`config.mk`:
```
export PLATFORM = sky130hd
export DESIGN_NAME = key_matrix_scanner
export DESIGN_NICKNAME = d
export VERILOG_FILES = /design/src/common/kscan_pkg.sv /design/src/rtl/key_matrix_scanner.sv
export SDC_FILE = /design/constraint.sdc
export NUM_CORES = 1
export LEC_CHECK = 0
export BUFFER_PORTS_ARGS = -buffer_cell sky130_fd_sc_hd__buf_2
export CAP_MARGIN = 10
export CORE_MARGIN = 5
export CORE_UTILIZATION = 45
export DETAILED_ROUTE_END_ITERATION = 16
export GPL_ROUTABILITY_DRIVEN = 0
export HOLD_SLACK_MARGIN = 0.06
export PLACE_DENSITY_LB_ADDON = 0.1
export SETUP_SLACK_MARGIN = 0.02
export SLEW_MARGIN = 20
export SYNTH_ARGS = -nofsm -noshare
export SYNTH_HDL_FRONTEND = slang
export SYNTH_SLANG_ARGS = --single-unit
export TNS_END_PERCENT = 100
```
`constraint.sdc`:
```
create_clock -name CLK_SYS -period 14.82 [get_ports CLK_SYS]
set_input_delay 2.964 -clock CLK_SYS [delete_from_list [all_inputs] [get_ports CLK_SYS]]
set_output_delay 2.964 -clock CLK_SYS [all_outputs]
set_load 0.02 [all_outputs]
```
`src/common/kscan_pkg.sv`:
```
package kscan_pkg;
    localparam int SYS_CLK_KHZ = 250000;
    localparam int SCAN_CLK_KHZ = 128;
    localparam int TICK_CYC = SYS_CLK_KHZ / SCAN_CLK_KHZ;
    localparam int GLITCH_NS = 1000;
    localparam int GLITCH_CYC = (GLITCH_NS * (SYS_CLK_KHZ / 1000) + 999) / 1000;
    localparam int MAX_ROWS = 8;
    localparam int MAX_COLS = 20;
    localparam int KEY_BUF_DEPTH = 16;
    localparam int MOD_KEYS = 4;
    localparam int CODE_W = 8;
    localparam int ADDR_W = 8;
    localparam logic [ADDR_W-1:0] CTRL_OFS = 8'h00;
    localparam logic [ADDR_W-1:0] STAT_OFS = 8'h04;
    localparam logic [ADDR_W-1:0] DATA_OFS = 8'h08;
    localparam logic [ADDR_W-1:0] MODK_OFS = 8'h0c;
    localparam logic [ADDR_W-1:0] MODS_OFS = 8'h10;
    localparam int CTRL_EN_BIT = 0;
    localparam int CTRL_COL_LSB = 8;
    localparam int CTRL_COL_W = 5;
    localparam int CTRL_ROW_LSB = 16;
    localparam int CTRL_ROW_W = 4;
    localparam logic [31:0] CTRL_RST = 32'h0008_1400;
    localparam logic [31:0] MODK_RST = 32'hffff_ffff;
    localparam int STAT_GHOST_BIT = 0;
    localparam int STAT_OVF_BIT = 1;
    localparam int STAT_AVAIL_BIT = 2;
    localparam int STAT_REQ_BIT = 3;
    localparam int STAT_CNT_LSB = 8;
    localparam int STAT_CNT_W = 5;
    localparam logic [1:0] RESP_OKAY = 2'h0;
    localparam logic [1:0] RESP_SLVERR = 2'h2;
    typedef enum logic [1:0] {ST_IDLE, ST_SCAN, ST_END} scan_state_t;
endpackage : kscan_pkg

```
`src/rtl/key_matrix_scanner.sv`:
```
// Implementation choices: register access over AXI4-Lite and the register addresses.
`timescale 1ns/100ps
module key_matrix_scanner #(
    parameter int NROWS = kscan_pkg::MAX_ROWS,
    parameter int NCOLS = kscan_pkg::MAX_COLS,
    parameter int BUF_DEPTH = kscan_pkg::KEY_BUF_DEPTH
) (
    input wire logic CLK_SYS,
    input wire logic RST,
    input wire logic [kscan_pkg::ADDR_W-1:0] AWADDR,
    input wire logic AWVALID,
    output logic AWREADY,
    input wire logic [31:0] WDATA,
    input wire logic [3:0] WSTRB,
    input wire logic WVALID,
    output logic WREADY,
    output logic [1:0] BRESP,
    output logic BVALID,
    input wire logic BREADY,
    input wire logic [kscan_pkg::ADDR_W-1:0] ARADDR,
    input wire logic ARVALID,
    output logic ARREADY,
    output logic [31:0] RDATA,
    output logic [1:0] RRESP,
    output logic RVALID,
    input wire logic RREADY,
    output logic [NCOLS-1:0] COL_OUT,
    input wire logic [NROWS-1:0] ROW_IN,
    output logic CLK_REQ
);
    import kscan_pkg::*;

    localparam int RW = $clog2(NROWS);
    localparam int CLW = $clog2(NCOLS);
    localparam int NKEYS = NROWS * NCOLS;
    localparam int PW = $clog2(BUF_DEPTH);
    localparam int CW = $clog2(BUF_DEPTH + 1);
    localparam int TW = $clog2(TICK_CYC);
    localparam int FW = $clog2(GLITCH_CYC);

    // row input synchroniser and glitch filter
    logic [NROWS-1:0] row_s1_r, row_s2_r, row_s3_r, row_flt_r;
    logic [FW-1:0] flt_cnt_r;
    wire row_agree = row_s2_r == row_s3_r;
    wire row_diff = row_agree && (row_s3_r != row_flt_r);
    wire flt_done = row_diff && (flt_cnt_r == FW'(GLITCH_CYC - 1));
    // any disagreement restarts the window, so short glitches never reach the scan
    wire [FW-1:0] flt_cnt_nxt = (row_diff && !flt_done) ? FW'(flt_cnt_r + 1'b1) : '0;

    always_ff @(posedge CLK_SYS or posedge RST) begin
        if (RST) begin
            row_s1_r <= '0;
            row_s2_r <= '0;
            row_s3_r <= '0;
            row_flt_r <= '0;
            flt_cnt_r <= '0;
        end else begin
            row_s1_r <= ROW_IN;
            row_s2_r <= row_s1_r;
            row_s3_r <= row_s2_r;
            flt_cnt_r <= flt_cnt_nxt;
            if (flt_done) begin
                row_flt_r <= row_s3_r;
            end
        end
    end

    // configuration
    logic [31:0] ctrl_r, modk_r;
    wire ctrl_en = ctrl_r[CTRL_EN_BIT];
    wire [CTRL_ROW_W-1:0] rows_f = ctrl_r[CTRL_ROW_LSB +: CTRL_ROW_W];
    wire [CTRL_COL_W-1:0] cols_f = ctrl_r[CTRL_COL_LSB +: CTRL_COL_W];
    // out-of-range counts are clamped rather than refused
    wire [CTRL_ROW_W-1:0] rows_eff = (rows_f == '0) ? CTRL_ROW_W'(1) :
        (rows_f > CTRL_ROW_W'(NROWS)) ? CTRL_ROW_W'(NROWS) : rows_f;
    wire [CTRL_COL_W-1:0] cols_eff = (cols_f == '0) ? CTRL_COL_W'(1) :
        (cols_f > CTRL_COL_W'(NCOLS)) ? CTRL_COL_W'(NCOLS) : cols_f;
    wire [NROWS-1:0] row_mask = ~({NROWS{1'b1}} << rows_eff);

    // scan clock request and 128 kHz step
    scan_state_t state_r, state_nxt;
    logic clk_req_r;
    logic [TW-1:0] tick_cnt_r;
    wire tick = clk_req_r && (tick_cnt_r == TW'(TICK_CYC - 1));
    wire [TW-1:0] tick_nxt = (!clk_req_r || tick) ? '0 : TW'(tick_cnt_r + 1'b1);
    wire clk_req_nxt = state_nxt != ST_IDLE;

    // scan counters
    logic [RW-1:0] row_cnt_r, row_cnt_nxt;
    logic [CLW-1:0] col_cnt_r, col_cnt_nxt;
    logic [CODE_W-1:0] key_idx_r, key_idx_nxt;
    logic [NROWS-1:0] row_hit_r, row_hit_nxt, col_hits_r, col_hits_nxt;
    logic any_key_r, any_key_nxt;
    logic [MOD_KEYS-1:0] mod_live_r, mod_live_nxt, mod_stat_r, mod_hit;
    logic [NKEYS-1:0] seen_r;
    logic [NCOLS-1:0] col_out_r;

    wire step = (state_r == ST_SCAN) && tick;
    wire row_last = CTRL_ROW_W'(row_cnt_r) == rows_eff - 1'b1;
    wire col_last = CTRL_COL_W'(col_cnt_r) == cols_eff - 1'b1;
    wire pressed = row_flt_r[row_cnt_r];
    wire [NROWS-1:0] row_bit = NROWS'(1) << row_cnt_r;
    wire [NROWS-1:0] col_now = col_hits_r | (pressed ? row_bit : '0);
    wire multi = |(col_now & (col_now - 1'b1));
    wire ghost_hit = step && pressed && row_hit_r[row_cnt_r];
    wire was_seen = seen_r[key_idx_r];
    wire is_mod = |mod_hit;
    // a non-modifier key in a row already marked by an earlier multi-hit column is withheld, everything else rolls over
    wire new_key = step && pressed && !was_seen && !ghost_hit;
    wire push_req = new_key && !is_mod;
    wire wake = ctrl_en && |(row_flt_r & row_mask);

    always_comb begin
        for (int i = 0; i < MOD_KEYS; i++) begin
            mod_hit[i] = modk_r[i*CODE_W +: CODE_W] == key_idx_r;
        end
    end

    always_comb begin
        state_nxt = state_r;
        unique case (state_r)
            ST_IDLE: begin
                if (wake) begin
                    state_nxt = ST_SCAN;
                end
            end
            ST_SCAN: begin
                if (!ctrl_en) begin
                    state_nxt = ST_IDLE;
                end else if (step && row_last && col_last) begin
                    state_nxt = ST_END;
                end
            end
            ST_END: begin
                state_nxt = (ctrl_en && any_key_r) ? ST_SCAN : ST_IDLE;
            end
        endcase
    end

    always_comb begin
        row_cnt_nxt = row_cnt_r;
        col_cnt_nxt = col_cnt_r;
        key_idx_nxt = key_idx_r;
        row_hit_nxt = row_hit_r;
        col_hits_nxt = col_hits_r;
        any_key_nxt = any_key_r;
        mod_live_nxt = mod_live_r;
        if (state_r != ST_SCAN) begin
            // every pass starts from a clean slate
            row_cnt_nxt = '0;
            col_cnt_nxt = '0;
            key_idx_nxt = '0;
            row_hit_nxt = '0;
            col_hits_nxt = '0;
            any_key_nxt = 1'b0;
            mod_live_nxt = '0;
        end else if (step) begin
            key_idx_nxt = CODE_W'(key_idx_r + 1'b1);
            any_key_nxt = any_key_r | pressed;
            if (pressed && is_mod) begin
                mod_live_nxt = mod_live_r | mod_hit;
            end
            if (row_last) begin
                row_cnt_nxt = '0;
                col_cnt_nxt = CLW'(col_cnt_r + 1'b1);
                col_hits_nxt = '0;
                if (multi) begin
                    row_hit_nxt = row_hit_r | col_now;
                end
            end else begin
                row_cnt_nxt = RW'(row_cnt_r + 1'b1);
                col_hits_nxt = col_now;
            end
        end
    end

    // selected column high, rest low; idle and scan-end drive all high
    wire [NCOLS-1:0] col_out_nxt = (state_nxt == ST_SCAN) ? (NCOLS'(1) << col_cnt_nxt) : '1;

    always_ff @(posedge CLK_SYS or posedge RST) begin
        if (RST) begin
            state_r <= ST_IDLE;
            clk_req_r <= 1'b0;
            tick_cnt_r <= '0;
            col_out_r <= '1;
        end else begin
            state_r <= state_nxt;
            clk_req_r <= clk_req_nxt;
            tick_cnt_r <= tick_nxt;
            col_out_r <= col_out_nxt;
        end
    end

    always_ff @(posedge CLK_SYS or posedge RST) begin
        if (RST) begin
            row_cnt_r <= '0;
            col_cnt_r <= '0;
            key_idx_r <= '0;
            row_hit_r <= '0;
            col_hits_r <= '0;
            any_key_r <= 1'b0;
            mod_live_r <= '0;
        end else begin
            row_cnt_r <= row_cnt_nxt;
            col_cnt_r <= col_cnt_nxt;
            key_idx_r <= key_idx_nxt;
            row_hit_r <= row_hit_nxt;
            col_hits_r <= col_hits_nxt;
            any_key_r <= any_key_nxt;
            mod_live_r <= mod_live_nxt;
        end
    end

    // per-key memory of the previous pass, so a held key is buffered once
    always_ff @(posedge CLK_SYS or posedge RST) begin
        if (RST) begin
            seen_r <= '0;
            mod_stat_r <= '0;
        end else begin
            if (state_r == ST_IDLE) begin
                seen_r <= '0;
            end else if (step) begin
                seen_r[key_idx_r] <= pressed;
            end
            if (state_r == ST_END) begin
                mod_stat_r <= mod_live_r;
            end
        end
    end

    // key-code buffer
    logic [CODE_W-1:0] buf_r [BUF_DEPTH];
    logic [PW-1:0] wp_r, rp_r;
    logic [CW-1:0] cnt_r;
    logic ghost_r, ovf_r;
    logic rd_take, rd_data;
    wire full = cnt_r == CW'(BUF_DEPTH);
    wire empty = cnt_r == '0;
    wire push_ok = push_req && !full;
    wire pop = rd_take && rd_data && !empty;
    wire [CW-1:0] cnt_nxt = CW'(cnt_r + CW'(push_ok) - CW'(pop));

    always_ff @(posedge CLK_SYS) begin
        if (push_ok) begin
            buf_r[wp_r] <= key_idx_r;
        end
    end

    always_ff @(posedge CLK_SYS or posedge RST) begin
        if (RST) begin
            wp_r <= '0;
            rp_r <= '0;
            cnt_r <= '0;
        end else begin
            wp_r <= push_ok ? PW'(wp_r + 1'b1) : wp_r;
            rp_r <= pop ? PW'(rp_r + 1'b1) : rp_r;
            cnt_r <= cnt_nxt;
        end
    end

    // AXI4-Lite slave
    logic aw_hold_r, w_hold_r, bvalid_r, rvalid_r;
    logic [ADDR_W-1:0] awaddr_r;
    logic [31:0] wdata_r, rdata_r, rd_word;
    logic [3:0] wstrb_r;
    logic [1:0] bresp_r, rresp_r;
    logic rd_hit;

    assign AWREADY = !aw_hold_r;
    assign WREADY = !w_hold_r;
    assign ARREADY = !rvalid_r;
    assign BVALID = bvalid_r;
    assign BRESP = bresp_r;
    assign RVALID = rvalid_r;
    assign RRESP = rresp_r;
    assign RDATA = rdata_r;
    assign COL_OUT = col_out_r;
    assign CLK_REQ = clk_req_r;

    wire aw_take = AWVALID && !aw_hold_r;
    wire w_take = WVALID && !w_hold_r;
    wire wr_go = aw_hold_r && w_hold_r && !bvalid_r;
    assign rd_take = ARVALID && !rvalid_r;
    wire [ADDR_W-1:0] wa = {awaddr_r[ADDR_W-1:2], 2'b00};
    wire [ADDR_W-1:0] ra = {ARADDR[ADDR_W-1:2], 2'b00};
    assign rd_data = ra == DATA_OFS;
    wire wr_ctrl = wr_go && (wa == CTRL_OFS);
    wire wr_modk = wr_go && (wa == MODK_OFS);
    wire wr_stat = wr_go && (wa == STAT_OFS) && wstrb_r[0];
    wire wr_hit = (wa == CTRL_OFS) || (wa == STAT_OFS) || (wa == DATA_OFS) ||
        (wa == MODK_OFS) || (wa == MODS_OFS);
    wire [31:0] wmask = {{8{wstrb_r[3]}}, {8{wstrb_r[2]}}, {8{wstrb_r[1]}}, {8{wstrb_r[0]}}};
    wire [31:0] ctrl_nxt = wr_ctrl ? ((ctrl_r & ~wmask) | (wdata_r & wmask)) : ctrl_r;
    wire [31:0] modk_nxt = wr_modk ? ((modk_r & ~wmask) | (wdata_r & wmask)) : modk_r;
    // write-one-to-clear; a new event in the same cycle keeps the flag set
    wire ghost_nxt = ghost_hit || (ghost_r && !(wr_stat && wdata_r[STAT_GHOST_BIT]));
    wire ovf_nxt = (push_req && full) || (ovf_r && !(wr_stat && wdata_r[STAT_OVF_BIT]));

    always_comb begin
        rd_word = '0;
        rd_hit = 1'b1;
        unique case (ra)
            CTRL_OFS: rd_word = ctrl_r;
            STAT_OFS: begin
                rd_word[STAT_GHOST_BIT] = ghost_r;
                rd_word[STAT_OVF_BIT] = ovf_r;
                rd_word[STAT_AVAIL_BIT] = !empty;
                rd_word[STAT_REQ_BIT] = clk_req_r;
                rd_word[STAT_CNT_LSB +: STAT_CNT_W] = STAT_CNT_W'(cnt_r);
            end
            DATA_OFS: rd_word[CODE_W-1:0] = empty ? '0 : buf_r[rp_r];
            MODK_OFS: rd_word = modk_r;
            MODS_OFS: rd_word[MOD_KEYS-1:0] = mod_stat_r;
            default: rd_hit = 1'b0;
        endcase
    end

    always_ff @(posedge CLK_SYS or posedge RST) begin
        if (RST) begin
            aw_hold_r <= 1'b0;
            w_hold_r <= 1'b0;
            awaddr_r <= '0;
            wdata_r <= '0;
            wstrb_r <= '0;
        end else begin
            aw_hold_r <= aw_take || (aw_hold_r && !wr_go);
            w_hold_r <= w_take || (w_hold_r && !wr_go);
            if (aw_take) begin
                awaddr_r <= AWADDR;
            end
            if (w_take) begin
                wdata_r <= WDATA;
                wstrb_r <= WSTRB;
            end
        end
    end

    always_ff @(posedge CLK_SYS or posedge RST) begin
        if (RST) begin
            bvalid_r <= 1'b0;
            bresp_r <= RESP_OKAY;
            rvalid_r <= 1'b0;
            rresp_r <= RESP_OKAY;
            rdata_r <= '0;
        end else begin
            bvalid_r <= wr_go || (bvalid_r && !BREADY);
            if (wr_go) begin
                bresp_r <= wr_hit ? RESP_OKAY : RESP_SLVERR;
            end
            rvalid_r <= rd_take || (rvalid_r && !RREADY);
            if (rd_take) begin
                rdata_r <= rd_word;
                rresp_r <= rd_hit ? RESP_OKAY : RESP_SLVERR;
            end
        end
    end

    always_ff @(posedge CLK_SYS or posedge RST) begin
        if (RST) begin
            ctrl_r <= CTRL_RST;
            modk_r <= MODK_RST;
            ghost_r <= 1'b0;
            ovf_r <= 1'b0;
        end else begin
            ctrl_r <= ctrl_nxt;
            modk_r <= modk_nxt;
            ghost_r <= ghost_nxt;
            ovf_r <= ovf_nxt;
        end
    end
endmodule : key_matrix_scanner
```
# ---- Word-level counts from Yosys, hierarchy flattened
# Memory sizes are Yosys's and may differ from the RTL's.
# Index checks and enable logic that the tools add are counted.
dict set report op_classes {
  shift 3
  eq_ne 23
  n_bitwise 13
  addsub 12
  mux 54
  n_lt_le_gt_ge 5
  n_reduce_logical 82
}
# cell count
set op_table {}
lappend op_table {{2-to-1 mux 160 bit} 2}
lappend op_table {{bitwise mux 160 bit} 1}
lappend op_table {{AND 32 bit} 3}
lappend op_table {{2-to-1 mux 8 bit} 12}
lappend op_table {{bitwise OR 32 bit} 2}
lappend op_table {{== test 8 bit} 5}
lappend op_table {{one-hot mux 19 bit (2 select lines)} 1}
lappend op_table {{logical AND 1 bit} 37}
lappend op_table {{NOT 32 bit} 1}
lappend op_table {{2-to-1 mux 5 bit} 5}
lappend op_table {{== test 6 x 2 -> 1 bit, second input constant} 4}
lappend op_table {{2-to-1 mux 20 bit} 1}
lappend op_table {{2-to-1 mux 4 bit} 5}
lappend op_table {{one-hot mux 4 bit (5 select lines)} 1}
lappend op_table {{<< shifter 1 x 5 -> 20 bit, first input constant} 1}
lappend op_table {{adder 8 x 1 -> 8 bit, second input constant} 2}
lappend op_table {{AND 8 bit} 2}
lappend op_table {{logical NOT 1 bit} 16}
lappend op_table {{logical NOT 8 bit} 2}
lappend op_table {{bitwise OR 8 bit} 2}
lappend op_table {{OR reduction 8 bit} 2}
lappend op_table {{one-hot mux 5 bit (3 select lines)} 1}
lappend op_table {{== test 6 x 1 -> 1 bit, second input constant} 2}
lappend op_table {{== test 6 x 3 -> 1 bit, second input constant} 2}
lappend op_table {{46 further kinds} 80}
dict set report totals {
  ramBits 128
  mem_count 1
  output_inout_bits 62
  regBits 438
}
# name depth width read_ports rd_ports_with_merged_regs write_ports line
set memory_table {}
lappend memory_table {buf_r 16 8 1 0 1 key_matrix_scanner.sv:232} ;# logic [CODE_W-1:0] buf_r [BUF_DEPTH];

# ---- Longest topological paths before layout
dict set report depth {
  ltp_word 12
  depth_mapped 22
}

# ---- Worst setup path after synthesis
# No wires, ideal clock.
dict set report synth_timing {
  kind {input port to flip-flop}
  from {in ARADDR[5] in the netlist's numbering}
  to {reg cnt_r[4]}
  t_arrival_ps 5678
  cell_stages 14
  path_slack_ps 9016
  path_buffers 1
  cell_sequence {or4_1 -> nor4b_2 -> and2_0 -> clkbuf_1 -> ha_1 -> inv_1 -> ha_1 -> inv_1 -> fa_1 -> inv_1 -> a21oi_1 -> nor2_1 -> nor2_1 -> xnor2_1}
}
dict set report synth_via {
  elab_chain_cells 4
}
# item line
set synth_lines {}
lappend synth_lines {{start, declared} key_matrix_scanner.sv:20} ;# input wire logic [kscan_pkg::ADDR_W-1:0] ARADDR,
lappend synth_lines {{== test 6 x 2 -> 1 bit} key_matrix_scanner.sv:286} ;# assign rd_data = ra == DATA_OFS;
lappend synth_lines {{logical AND 1 bit (2 in series)} key_matrix_scanner.sv:240} ;# wire pop = rd_take && rd_data && !empty;
lappend synth_lines {{named net pop} key_matrix_scanner.sv:240}
lappend synth_lines {{subtractor 5 x 1 -> 5 bit} key_matrix_scanner.sv:241} ;# wire [CW-1:0] cnt_nxt = CW'(cnt_r + CW'(push_ok) - CW'(pop));
lappend synth_lines {{named net cnt_nxt[4]} key_matrix_scanner.sv:241}
lappend synth_lines {{end signal, assigned} key_matrix_scanner.sv:257} ;# cnt_r <= cnt_nxt;
lappend synth_lines {{end, declared} key_matrix_scanner.sv:234} ;# logic [CW-1:0] cnt_r;
# The timed path passes the listed nets, and every way through them passes these cells.
# A chain may end at the register's enable or synchronous reset.

# ---- Worst setup path after layout
dict set report layout_timing {
  from {in ARADDR[5] in the netlist's numbering}
  to {reg cnt_r[4]}
}
dict set report layout_via {
  elab_chain_cells 4
}
# item line
set layout_lines {}
lappend layout_lines {{== test 6 x 2 -> 1 bit} key_matrix_scanner.sv:286}
lappend layout_lines {{logical AND 1 bit (2 in series)} key_matrix_scanner.sv:240}
lappend layout_lines {{subtractor 5 x 1 -> 5 bit} key_matrix_scanner.sv:241}
lappend layout_lines {{named net cnt_nxt[4]} key_matrix_scanner.sv:241}
# The timed path passes the listed nets, and every way through them passes these cells.

==> flow_summary_export.csv <==
group,metric,value,unit
synthesis,synth_seq_cells,562,
detailed_routing,drt-total-wl,69500,um
synthesis,synthTopCellsByCount,"dfrtp_1, o21ai_0, a21oi_1",
synthesis,synth_flop_cell,"dfrtp_1",
pwr,p_clk_share,37.6,%
pwr,p_leak,0.0112,uW
clock_tree,cts_root_buf,"clkbuf_16",
timing,post-route-period-util,40.0,%
floorplanning,dieArea,0.0630,mm2
finish,nNetsFinal,2400,
synthesis,ys_types,77,
pwr,net-switching-power,1090,uW
clock_tree,cts_made_buffers,60,
floorplanning,chipWidth,251,um
finish,antenna_cells,0,
detailed_routing,via_count,18392,
place,io_buffers,122,
timing,finalSetupViolations,0,
setup_path,startpoint_type,"input pin",
timing,setup_tns,0,ps
detailed_routing,drt_first_pass_iters,6,
detailed_routing,drtAntennaViolNets,0,
detailed_routing,drtIter0Drc,1531,
global_route,antenna_found_initial,0,
setup_path,cp_data_arrival_time,6420,ps
floorplanning,rows,88,
timing,fmax,0.169,GHz
setup_path,reg2reg_setup_slack,9250,ps
clock_tree,htree_levels,2,
pwr,p_int,2940,uW
clock_tree,path_clk_slew,60,ps
detailed_routing,drc,0,
pwr,swShare,27.0,%
place,hpwlAfterDp,43700,um
synthesis,synthTopCellsByArea,"dfrtp_1, edfxtp_1, mux4_2",
synthesis,synth_top_area_share,36.3,%
synthesis,synth-edff-count,128,
flow_run,maxCapViolations,0,
global_route,grt_pass1_vias,18462,
global_route,grt_pass1_wl,109000,um
finish,fill_cells,5067,
timing,fin_ws,8900,ps
clock_tree,clock-sinks,562,
setup_path,worstPathMaxFanout,9,
pwr,ir_worst_vdd,0.000100,V
timing,fin_skew,18.2,ps
synthesis,yosysWarnings,0,
clock_tree,holdBufCountCts,0,
synthesis,synth.avg_cell_area,11.7,um2
synthesis,yosysSeqAreaShare,56.5,%
global_route,grtUsageTotal,21.6,%
synthesis,syn_area,0.0261,mm2
timing,period_needed,5920,ps
clock_tree,postCtsResizedCells,0,
finish,drive_gt1_share,22.3,%
synthesis,synth_top_area_cell,"dfrtp_1",
detailed_routing,wl_per_cell,22.4,um
synthesis,yosysMostFrequentCell,"dfrtp_1",
timing,rsz0062_at_grt,"no",
global_route,grt_max_degree,191,
clock_tree,cts_buffer_depth,3,
run_status,outcome,"completed",
place,dpl_worst_slack,8290,ps
floorplanning,dieHeight,251,um
setup_path,worstSetupEndpointType,"flip-flop",
finish,synthToLayoutAreaGrowth,12.7,%
min_path,hold_path_class,"flip-flop to flip-flop",
floorplanning,ioPinCount,129,
timing,slew_headroom,29.1,%
synthesis,synthArstFlopShare,77.2,%
floorplanning,initial_core_util,45.4,%
timing,worst_pin_slew,1050,ps
clock_tree,insertion_delay,620,ps
timing,report.final.hold_viol_count,0,
timing,drv_slew,0,
clock_tree,post_cts_buffers,0,
setup_path,worst_ep_required_time,15320,ps
pwr,combPwrFrac,14.9,%
global_route,overflow,0,
floorplanning,fp.coreArea,0.0576,mm2
clock_tree,cts_tree,"done",
setup_path,worstSetupPathType,"input pin to flip-flop",
synthesis,synthCells,2227,
pwr,powerDensity,137,mW/mm2
detailed_routing,avgViaCountPerCell,5.91,
pwr,power_frac_seq,47.6,%
-- routing by layer --
metal | GRT usage [%] | routed length, um | vias to the layer above | share of wire [%]
li1 | - | - | 8317 | -
met1 | 30.9 | 31100 | 9440 | 45
met2 | 35.2 | 33600 | 539 | 48
met3 | 2.92 | 3440 | 96 | 5.0
met4 | 5.68 | 1410 | 0 | 2.0
met5 | 0 | 0 | - | 0
-- cell type report --
class                   instances  area (um2)  share of cell area (%)
clock buffers                  94        1800                    6.12
clock inverters                15         196                   0.667
inverters                      44         169                   0.574
multi-input cells            1462       10500                    35.8
flip-flops and latches        562       14800                    50.2
well taps                     765         957                    3.25
repair buffers                168        1000                    3.41
-- critical path, cell delays in order --
cell and delay (ps):
buf_2 120, or4_1 650, nor4b_2 810, and2_0 500, ha_1 320, inv_1 50
ha_1 150, inv_1 50, fa_1 410, inv_1 70, a21oi_1 50, nor2_1 90
nor2_1 60, xnor2_1 110
-- path summary, 6_finish.rpt --
kind | startpoint | to | depth (start not counted)
max | ARADDR[5] | cnt_r[4] | 14
min | row_s1_r[1] | row_s2_r[1] | 0
max reg2reg | key_idx_r[1] | cnt_r[4] | 17
min reg2reg | row_s1_r[1] | row_s2_r[1] | 0
max in group asynchronous | RST | row_s1_r[1] | 5
min in group asynchronous | RST | seen_r[106] | 3
-- placed cells by master, fill, tap and decap left out, drive strengths merged, types with 5 or more instances in the layout --
cell and count:
clkinv 10, edfxtp 128, mux2i 43, dfstp 55
o211ai 5, nor2b 12, or2 6, inv 44
nand4 12, mux2 118, dfrtp 379, o21a 7
a22oi 9, nor2 104, a211oi 5, and3 13
o31ai 6, a221oi 22, a21o 5, nand2 116
nor3 14, buf 168, nand3 191, o21ai 226
ha 34, a31oi 9, or3 5, clkbuf 94
nor4 36, xnor2 35, a22o 10, a21oi 196
and2 29, mux4 72, xor2 58, nand2b 16
-- cells by family after synthesis --
kind of cell	after synthesis	synth area share, %
multiplexers	233	13.0
adder cells (fa/ha/maj)	36	1.74
AND/OR/NAND/NOR	571	10.8
buffers and inverters	204	3.29
AO/OA/AOI/OAI	527	11.4
XOR/XNOR	93	3.12
other	1	0.0144
flip-flops	562	56.5
-- power groups by stage --
stage          registers (uW)  logic, uW  clock network [uW]
5_1_grt                  1940        673                1610
3_3_place_gp             1940        593                   0
4_1_cts                  1920        609                1550
3_5_place_dp             1950        605                   0
6_report                 1920        599                1510
2_1_floorplan            1900        452                   0
-- metrics by stage --
step / instances / hold slack (ps) / util, % / power [uW] / cell area (um2)
after floorplan: 2228 / 331 / - / 2360 / 26100
after global placement: 3000 / 332 / 47.6 / 2530 / 27400
after detailed placement: 3000 / 335 / 47.6 / 2550 / 27400
after CTS: 3109 / 348 / 51.1 / 4080 / 29400
after global routing: 3110 / 348 / 51.1 / 4230 / 29500
final: 3110 / 343 / 51.1 / 4030 / 29500
(Power assumes the default switching activity.)
